===== src/design/csv_pkg.sv =====
// Package for the stack, vector and operand address core.
// Assumes a 14-bit program space and a 256-byte data RAM.
package csv_pkg;

  localparam int PC_W   = 14;
  localparam int DATA_W = 8;

  // Program memory map
  localparam logic [13:0] RESET_VEC = 14'h0000;
  localparam logic [13:0] VEC_BUSRST = 14'h0002;
  localparam logic [13:0] VEC_TMR_SHORT = 14'h0004;
  localparam logic [13:0] VEC_TMR_LONG = 14'h0006;
  localparam logic [13:0] VEC_EP_BASE = 14'h0008;
  localparam logic [13:0] VEC_CONV = 14'h0014;
  localparam logic [13:0] VEC_GPIO = 14'h0016;
  localparam logic [13:0] VEC_TWI = 14'h0018;
  localparam logic [13:0] CODE_BASE = 14'h001A;
  localparam logic [13:0] PROG_END = 14'h1FDF;
  localparam logic [13:0] VEC_STEP = 14'h0002;

  // Interrupt source selectors
  localparam logic [3:0] SEL_BUSRST = 4'h0;
  localparam logic [3:0] SEL_TMR_SHORT = 4'h1;
  localparam logic [3:0] SEL_TMR_LONG = 4'h2;
  localparam logic [3:0] SEL_EP0 = 4'h3;
  localparam logic [3:0] SEL_EP4 = 4'h7;
  localparam logic [3:0] SEL_CONV = 4'h8;
  localparam logic [3:0] SEL_GPIO = 4'h9;
  localparam logic [3:0] SEL_TWI = 4'hA;

  // Pointer values and byte layout of the saved word
  localparam logic [7:0] PTR_RESET = 8'h00;
  localparam logic [7:0] DATA_TOP = 8'hFF;
  localparam int SAVE_CARRY = 7;
  localparam int SAVE_ZERO = 6;
  localparam int PAGE_LSB = 8;

  typedef enum logic [3:0] {
    CMD_FETCH      = 4'h0,
    CMD_PAGE       = 4'h1,
    CMD_JUMP       = 4'h2,
    CMD_CALL       = 4'h3,
    CMD_IRQ        = 4'h4,
    CMD_SUB_RETURN = 4'h5,
    CMD_IRQ_RETURN = 4'h6,
    CMD_PUSH       = 4'h7,
    CMD_POP        = 4'h8,
    CMD_SWAP       = 4'h9,
    CMD_SET_STACK  = 4'hA,
    CMD_LD_IMM     = 4'hB,
    CMD_LD_DIR     = 4'hC,
    CMD_LD_IDX     = 4'hD
  } csv_cmd_t;

  // One-bit steps except save second -> idle: idle -> save first -> save second -> idle; idle -> load
  typedef enum logic [1:0] {
    ST_IDLE  = 2'b00,
    ST_SAVE1 = 2'b01,
    ST_SAVE2 = 2'b11,
    ST_LOAD1 = 2'b10
  } csv_state_t;

endpackage


===== src/design/csv_core.sv =====
// Program counter, stack pointers, vectors and operand addressing.
// Assumes data RAM with combinational read; a command is taken when
// cmd_valid is high and busy is low.
// Notes on behaviour
// - Reset loads the program counter with address zero.
// - Bus-reset interrupt acknowledge branches to 0x0002.
// - Short timer vectors to 0x0004, long timer to 0x0006.
// - Endpoint interrupts 0..4 vector to 0x0008..0x0010 in steps of two.
// - Converter 0x0014, GPIO 0x0016, two-wire 0x0018; slot 0x0012 unused.
// - Application code starts at 0x001A, above the vector table.
// - Usable program memory ends at 0x1FDF.
// - Program stack pointer clears on reset and grows upward.
// - Program stack pointer is written from accumulator, never read back.
// - Interrupt entry clears enable, saves two bytes with post-increment.
// - Interrupt return pre-decrements twice, restores, re-enables.
// - Call saves counter and flags, pointer advances by two.
// - Subroutine return restores counter only, pointer drops by two.
// - Data space is 256 bytes of RAM.
// - Push pre-decrements data stack pointer then writes.
// - Pop reads at data stack pointer then post-increments.
// - Data stack pointer clears on reset.
// - Push at pointer zero wraps and writes address 0xFF.
// - Swap exchanges accumulator and data stack pointer.
// - Immediate mode takes the second instruction byte as operand.
// - Direct mode reads RAM at the one-byte address given.
// - Indexed mode reads RAM at constant plus index register.
// - Fetch advances low eight bits; page op advances upper six.
// - Reset entry pushes nothing onto the program stack.
`timescale 1ns/1ps
module csv_core
  import csv_pkg::*;
(
  input  wire logic             clock,
  input  wire logic             reset,
  input  wire logic             cmd_valid,
  input  wire csv_cmd_t         cmd,
  input  wire logic [7:0]       cmd_data,
  input  wire logic [PC_W-1:0]  cmd_target,
  input  wire logic [3:0]       irq_sel,
  input  wire logic [7:0]       acc_in,
  input  wire logic [7:0]       index_in,
  input  wire logic             alu_flags_we,
  input  wire logic             alu_carry,
  input  wire logic             alu_zero,
  input  wire logic [7:0]       ram_rdata,
  output logic                  busy,
  output logic [7:0]            ram_addr,
  output logic [7:0]            ram_wdata,
  output logic                  ram_we,
  output logic                  ram_re,
  output logic [PC_W-1:0]       program_counter,
  output logic [7:0]            acc_out,
  output logic [7:0]            operand,
  output logic                  carry,
  output logic                  zero,
  output logic                  int_enable,
  output logic                  pc_in_vectors,
  output logic                  pc_beyond_end
);

  typedef struct packed {
    csv_state_t      st;
    logic [PC_W-1:0] pc;
    logic [PC_W-1:0] tgt;
    logic [7:0]      pstk;
    logic [7:0]      dsp;
    logic [7:0]      acc;
    logic [7:0]      opnd;
    logic            carry;
    logic            zero;
    logic            ie;
    logic            irq_ret;
  } csv_regs_t;

  csv_regs_t r;
  csv_regs_t next_r;
  logic      take;

  // One step up or down on an 8-bit pointer, wrapping modulo 256
  function automatic logic [7:0] step8(input logic [7:0] v,
                                       input logic up);
    return up ? 8'(v + 8'h01) : 8'(v - 8'h01);
  endfunction

  // Vector address of an interrupt source
  function automatic logic [PC_W-1:0] vector_of(input logic [3:0] s);
    logic [PC_W-1:0] v;
    v = RESET_VEC;
    if (s == SEL_BUSRST) v = VEC_BUSRST;
    else if (s == SEL_TMR_SHORT) v = VEC_TMR_SHORT;
    else if (s == SEL_TMR_LONG) v = VEC_TMR_LONG;
    else if (s >= SEL_EP0 && s <= SEL_EP4)
      v = 14'(VEC_EP_BASE + VEC_STEP * 14'(s - SEL_EP0));
    else if (s == SEL_CONV) v = VEC_CONV;
    else if (s == SEL_GPIO) v = VEC_GPIO;
    else if (s == SEL_TWI) v = VEC_TWI;
    return v;
  endfunction

  assign take = cmd_valid && (r.st == ST_IDLE);

  // Next-state logic; RAM strobes are combinational so a data stack access
  // completes in the cycle its command is taken.
  always_comb begin
    next_r    = r;
    ram_addr  = PTR_RESET;
    ram_wdata = PTR_RESET;
    ram_we    = 1'b0;
    ram_re    = 1'b0;
    if (alu_flags_we) begin
      next_r.carry = alu_carry;
      next_r.zero  = alu_zero;
    end
    unique case (r.st)
      ST_IDLE: begin
        if (cmd_valid) begin
          unique case (cmd)
            CMD_FETCH:
              next_r.pc[PAGE_LSB-1:0] = step8(r.pc[PAGE_LSB-1:0], 1'b1);
            CMD_PAGE: begin
              next_r.pc[PC_W-1:PAGE_LSB] =
                6'(r.pc[PC_W-1:PAGE_LSB] + 6'h01);
              next_r.pc[PAGE_LSB-1:0] = step8(r.pc[PAGE_LSB-1:0], 1'b1);
            end
            CMD_JUMP: next_r.pc = cmd_target;
            CMD_CALL: begin
              next_r.tgt = cmd_target;
              next_r.st  = ST_SAVE1;
            end
            CMD_IRQ: begin
              next_r.ie  = 1'b0;
              next_r.tgt = vector_of(irq_sel);
              next_r.st  = ST_SAVE1;
            end
            CMD_SUB_RETURN, CMD_IRQ_RETURN: begin
              ram_re   = 1'b1;
              ram_addr = step8(r.pstk, 1'b0);
              next_r.pstk = ram_addr;
              next_r.tgt[PAGE_LSB-1:0] = ram_rdata;
              next_r.irq_ret = (cmd == CMD_IRQ_RETURN);
              next_r.st  = ST_LOAD1;
            end
            CMD_PUSH: begin
              ram_we    = 1'b1;
              ram_addr  = step8(r.dsp, 1'b0);
              ram_wdata = cmd_data;
              next_r.dsp = ram_addr;
            end
            CMD_POP: begin
              ram_re     = 1'b1;
              ram_addr   = r.dsp;
              next_r.acc = ram_rdata;
              next_r.dsp = step8(r.dsp, 1'b1);
            end
            CMD_SWAP: begin
              next_r.dsp = acc_in;
              next_r.acc = r.dsp;
            end
            // Write-only: no path returns the pointer to software
            CMD_SET_STACK: next_r.pstk = acc_in;
            CMD_LD_IMM: next_r.opnd = cmd_data;
            CMD_LD_DIR: begin
              ram_re      = 1'b1;
              ram_addr    = cmd_data;
              next_r.opnd = ram_rdata;
            end
            CMD_LD_IDX: begin
              ram_re      = 1'b1;
              ram_addr    = 8'(cmd_data + index_in);
              next_r.opnd = ram_rdata;
            end
            default: ;                                   // Flags still load
          endcase
        end
      end
      // First saved byte: flags and upper counter bits
      ST_SAVE1: begin
        ram_we    = 1'b1;
        ram_addr  = r.pstk;
        ram_wdata = {r.carry, r.zero, r.pc[PC_W-1:PAGE_LSB]};
        next_r.pstk = step8(r.pstk, 1'b1);
        next_r.st  = ST_SAVE2;
      end
      // Second saved byte: lower counter bits, then branch
      ST_SAVE2: begin
        ram_we    = 1'b1;
        ram_addr  = r.pstk;
        ram_wdata = r.pc[PAGE_LSB-1:0];
        next_r.pstk = step8(r.pstk, 1'b1);
        next_r.pc  = r.tgt;
        next_r.st  = ST_IDLE;
      end
      // Restore the first byte; flags only on interrupt return
      ST_LOAD1: begin
        ram_re   = 1'b1;
        ram_addr = step8(r.pstk, 1'b0);
        next_r.pstk = ram_addr;
        next_r.pc = {ram_rdata[PC_W-PAGE_LSB-1:0], r.tgt[PAGE_LSB-1:0]};
        if (r.irq_ret) begin
          next_r.carry = ram_rdata[SAVE_CARRY];
          next_r.zero  = ram_rdata[SAVE_ZERO];
          next_r.ie    = 1'b1;
        end
        next_r.st = ST_IDLE;
      end
    endcase
  end

  // Reset enters at address zero without touching the stack
  always_ff @(posedge clock) begin
    if (reset) begin
      r       <= '0;
      r.pc    <= RESET_VEC;
      r.pstk  <= PTR_RESET;
      r.dsp   <= PTR_RESET;
      r.st    <= ST_IDLE;
    end else begin
      r <= next_r;
    end
  end

  // Outputs straight from state
  assign busy            = (r.st != ST_IDLE);
  assign program_counter = r.pc;
  assign acc_out         = r.acc;
  assign operand         = r.opnd;
  assign carry           = r.carry;
  assign zero            = r.zero;
  assign int_enable      = r.ie;
  assign pc_in_vectors   = (r.pc < CODE_BASE);
  assign pc_beyond_end   = (r.pc > PROG_END);

  a_reset_state: assert property (@(posedge clock)
    $fell(reset) |-> program_counter == RESET_VEC && r.pstk == PTR_RESET
      && r.dsp == PTR_RESET && !busy)
    else $error("State not cleared by reset");

  // A reset cut into a save must not leave the save sequence running
  a_reset_quiet: assert property (@(posedge clock)
    reset |=> !busy && r.pstk == PTR_RESET)
    else $error("Reset entry started a stack save");

  a_irq_vector: assert property (
    @(posedge clock) disable iff (reset)
    take && cmd == CMD_IRQ |-> ##3
      program_counter == vector_of($past(irq_sel, 3)) && !busy)
    else $error("Interrupt did not branch to its vector");

  a_irq_save: assert property (
    @(posedge clock) disable iff (reset)
    take && cmd == CMD_IRQ |=> !int_enable ##0 ram_we [*2] ##1
      r.pstk == 8'($past(r.pstk, 3) + 8'h02))
    else $error("Interrupt entry save sequence wrong");

  a_call_save: assert property (
    @(posedge clock) disable iff (reset)
    take && cmd == CMD_CALL |=> ram_we && ram_addr == $past(r.pstk)
      ##1 ram_we ##1 r.pstk == 8'($past(r.pstk, 3) + 8'h02)
      && program_counter == $past(cmd_target, 3))
    else $error("Call did not save two bytes and branch");

  a_return_from_interrupt_op_restore: assert property (
    @(posedge clock) disable iff (reset)
    take && cmd == CMD_IRQ_RETURN |-> ##2
      int_enable && r.pstk == 8'($past(r.pstk, 2) - 8'h02))
    else $error("Interrupt return did not restore");

  a_ret_flags: assert property (
    @(posedge clock) disable iff (reset)
    take && cmd == CMD_SUB_RETURN && !alu_flags_we ##1 !alu_flags_we |=>
      carry == $past(carry, 2) && zero == $past(zero, 2))
    else $error("Subroutine return touched the flags");

  a_push_pre: assert property (
    @(posedge clock) disable iff (reset)
    take && cmd == CMD_PUSH |-> ram_we && ram_wdata == cmd_data
      && ram_addr == 8'(r.dsp - 8'h01) ##1 r.dsp == $past(ram_addr))
    else $error("Push did not pre-decrement then write");

  a_push_wrap: assert property (
    @(posedge clock) disable iff (reset)
    take && cmd == CMD_PUSH && r.dsp == PTR_RESET |->
      ram_we && ram_addr == DATA_TOP ##1 r.dsp == DATA_TOP)
    else $error("Push at zero did not wrap");

  a_pop_post: assert property (
    @(posedge clock) disable iff (reset)
    take && cmd == CMD_POP |-> ram_re && ram_addr == r.dsp ##1
      r.dsp == 8'($past(r.dsp) + 8'h01) && acc_out == $past(ram_rdata))
    else $error("Pop did not read then increment");

  a_swap_xchg: assert property (
    @(posedge clock) disable iff (reset)
    take && cmd == CMD_SWAP |=> acc_out == $past(r.dsp)
      && r.dsp == $past(acc_in))
    else $error("Swap did not exchange pointer and accumulator");

  a_direct_read: assert property (
    @(posedge clock) disable iff (reset)
    take && cmd == CMD_LD_DIR |-> ram_re && ram_addr == cmd_data
      ##1 operand == $past(ram_rdata))
    else $error("Direct operand not read from its address");

  a_index_wrap: assert property (
    @(posedge clock) disable iff (reset)
    take && cmd == CMD_LD_IDX |-> ram_addr == 8'(cmd_data + index_in)
      ##1 operand == $past(ram_rdata))
    else $error("Indexed address not wrapped sum");

  a_fetch_page: assert property (
    @(posedge clock) disable iff (reset)
    take && cmd == CMD_FETCH |=> program_counter[PC_W-1:PAGE_LSB] ==
      $past(program_counter[PC_W-1:PAGE_LSB]))
    else $error("Fetch changed the page bits");

endmodule // csv_core


===== config.mk =====
export PLATFORM = sky130hd
export DESIGN_NAME = csv_core
export DESIGN_NICKNAME = d
export VERILOG_FILES = /design/src/design/csv_pkg.sv /design/src/design/csv_core.sv
export SDC_FILE = /design/constraint.sdc
export NUM_CORES = 1
export LEC_CHECK = 0
export BUFFER_PORTS_ARGS = -buffer_cell sky130_fd_sc_hd__buf_2
export CORE_UTILIZATION = 30
export DETAILED_ROUTE_END_ITERATION = 10
export PLACE_DENSITY = 0.57
export SLEW_MARGIN = 10
export SYNTH_ARGS = -nofsm -noshare
export SYNTH_HDL_FRONTEND = slang
export SYNTH_SLANG_ARGS = --single-unit

===== constraint.sdc =====
create_clock -name clock -period 3.1 [get_ports clock]
set_input_delay 0.465 -clock clock [delete_from_list [all_inputs] [get_ports clock]]
set_output_delay 0.465 -clock clock [all_outputs]
set_load 0.01 [all_outputs]

==> impl_metrics.env <==
export IMPL_nFillCells=2103
export IMPL_h_tree_depth=3
export IMPL_worst_clock_skew_ns=0.00754
export IMPL_stdcell_count=1152
export IMPL_seq_area_sq_um=1320
export IMPL_hold_viol=0
export IMPL_die_y_um=144
export IMPL_antenna_left=0
export IMPL_grt_pass1_wl_um=33400
export IMPL_tightest_slew_ns=0.631
export IMPL_port_buffers=113
export IMPL_vias=6488
export IMPL_viasPerCell=5.63
export IMPL_leakagePower_nw=2.71
export IMPL_placed_cells=1134
export IMPL_end_kind="output pin"
export IMPL_yosys_area_top_type="dfxtp_1"
export IMPL_critPathSlowestCell="or4_1"
export IMPL_wl_per_cell_um=19.0
export IMPL_clk_pin_slew_ns=0.06
export IMPL_drtIter0Drc=633
export IMPL_first_pass_iters=6
export IMPL_syn_inst=826
export IMPL_initial_core_util_pct=30.8
export IMPL_synth_top_area_share_pct=21.9
export IMPL_design_core_area_sq_um=19600
export IMPL_reg2reg_depth=6
export IMPL_dp_hpwl_um=16300
export IMPL_final_nets=960
export IMPL_syn_area_sq_um=6040
export IMPL_worstPathRequired_ns=2.63
export IMPL_rsz0062_at_grt="false"
export IMPL_path_class="flip-flop to output pin"
export IMPL_ys_types=78
export IMPL_grt_overflow=0
export IMPL_synthTopCellsByCount="nor2_1, nand2_1, dfxtp_1, o21ai_0"
export IMPL_yosysMostFrequentCell="nor2_1"
export IMPL_synth_seq_area_share_pct=21.9
export IMPL_final_util_pct=35.4
export IMPL_synthFlopType="dfxtp_1"
export IMPL_cp_depth=6
export IMPL_gp_congestion=0.899
export IMPL_final_setup_tns_ns=0
export IMPL_clk_latency_ns=0.34
export IMPL_grtUsageTotal_pct=21.1
export IMPL_cpPeakStageDelay_ns=0.71
export IMPL_hp_class="primary input to flip-flop"
export IMPL_gr_usage_met1_pct=29.0
export IMPL_grt_busiest_layer="met2"
export IMPL_ios=114
export IMPL_cp_buffers_inverters=1
export IMPL_cts_setup_buffers=0
export IMPL_die_area_sq_um=20700
export IMPL_cts_num_sinks=66
export IMPL_min_path_cells=3
export IMPL_ir_drop_mv=0.231
export IMPL_clk_path_buf_depth=2
export IMPL_yosysWarnings=0
export IMPL_grt_max_degree=71
export IMPL_cts_tree="yes"
export IMPL_ys_ff_latch=66
export IMPL_cp_arrival_ns=2.61
export IMPL_rows=51
export IMPL_syn2layout_area_growth_pct=14.9
export IMPL_post_route_min_period_ns=3.07
export IMPL_cap_violations=0
export IMPL_multi_input_area_sq_um=4090
export IMPL_status="finished, final reports clean"
export IMPL_syn_area_per_cell_sq_um=7.32
export IMPL_critPathTopFamily="compound AO/OA/AOI/OAI gates"
export IMPL_synthArstFlopShare_pct=0
export IMPL_finalWirelength_um=21900
export IMPL_path_cells="or4_1 -> o21a_1 -> o21ai_1 -> a31oi_1 -> a311o_1 -> buf_2"
export IMPL_slew_headroom_pct=57.8
export IMPL_drive_gt1_share_pct=20.3
export IMPL_syn_nets=906
export IMPL_start_kind="flip-flop"
export IMPL_cts_buffers=9
export IMPL_drv_slew=0
export IMPL_antenna_found_initial=2
export IMPL_powerDensity_nw_per_um2=424
export IMPL_fin_crit_sh_pct=99.1
export IMPL_die_w_um=144
export IMPL_grt_pass1_vias=5909
export IMPL_synth_area_leaders="dfxtp_1, a211oi_1, nor2_1, nand2_1, mux2i_1"
export IMPL_use_met2_pct=32.7
export IMPL_grtUsageMet3_pct=3.40
export IMPL_setup_viol_count_final=0
export IMPL_fmax_mhz=325
export IMPL_drc_errors=0
export IMPL_synth_edff_count=0
export IMPL_cts_root_buf="clkbuf_16"
export IMPL_cp_max_fo=8
==> sequential cells by signal, summed over array words and instances, names as in the netlist <==
| register | count |
|---|---|
| program_counter | 14 |
| operand | 8 |
| acc_out | 8 |
| r | 33 |
| zero | 1 |
| int_enable | 1 |
| carry | 1 |
==> through the flow <==
step	setup slack [ns]	instance area, sq um	power, mW	hold slack [ns]
after floorplan	0.641	6040	1.54	0.459
final	0.0267	6940	2.94	0.395
after CTS	0.0889	6940	2.95	0.385
after global placement	0.294	6610	1.79	0.461
after detailed placement	0.275	6610	1.79	0.473
after global routing	0.0138	6940	3.08	0.409
==> layout by cell type (no fill, tap or decap), drive strengths merged, types with 4 or more instances in the layout <==
cell type / instances
mux2i: 31
xor2: 11
o221ai: 4
nor3: 23
o211ai: 9
nand2: 89
dfxtp: 66
ha: 19
or3: 6
o21ai: 54
a21o: 4
or2: 4
a21oi: 51
a22oi: 4
a31oi: 5
o32ai: 5
xnor2: 17
clkbuf: 10
a221oi: 4
nand4: 5
a222oi: 5
o22ai: 6
a211o: 5
a211oi: 50
nor2: 92
nor2b: 4
nor3b: 4
inv: 24
a311oi: 17
o311ai: 4
buf: 140
mux2: 5
and3: 6
nand2b: 17
o21a: 4
nand3: 30
==> repair_timing <==
item                                    4_1_cts  5_1_grt
gates resized for setup                       0        1
hold buffers                                  0        0
endpoints found under the setup margin        0        1
==> report_power, final <==
| group | switching, mW | leakage, nW | internal (mW) |
|---|---|---|---|
| Combinational | 0.486 | 2.01 | 0.328 |
| Clock | 0.430 | 0.155 | 0.728 |
| Sequential | 0.0735 | 0.538 | 0.897 |
==> cells by family (layout without fill, tap and decap cells) <==
logic type | Yosys count | after routing | synth area share (%)
AO/OA/AOI/OAI | 255 | 255 | 29.0
XOR/XNOR | 28 | 28 | 4.06
adder cells (fa/ha/maj) | 20 | 20 | 4.27
buffers and inverters | 120 | 179 | 10.5
flip-flops | 66 | 66 | 21.9
multiplexers | 36 | 36 | 6.07
other | 0 | 2 | 0
AND/OR/NAND/NOR | 301 | 301 | 24.2
==> metal layers <==
layer  share of wire (%)  wire length, um  vias up
met2                  45             9840      275
met3                 6.9             1510       35
met5               0.046               10        -
li1                    -                -     3124
met1                  45             9940     3052
met4                 2.5              556        2
==> tightest hold or removal path, cell delays in order <==
cell,delay [ns]
buf_2,0.11
nand2_1,0.05
a211oi_1,0.05
==> worst paths after layout <==
check / startpoint / endpoint / slack [ns]
worst max-delay path: r[28] / ram_addr[5] / 0.03
worst min-delay path: cmd_target[12] / r[48] / 0.39
worst max register to register: r[64] / operand[2] / 0.97
worst min register to register: int_enable / int_enable / 0.48
==> final cells by class <==
class	instances	area share [%]
Clock buffer	10	3.44
Sequential cell	66	19.0
Antenna cell	2	0.0721
Timing Repair Buffer	140	11.2
Tap cell	265	4.78
Clock inverter	6	1.28
Multi-Input combinational cell	640	58.9
Inverter	23	1.24
(Power assumes the default switching activity.)
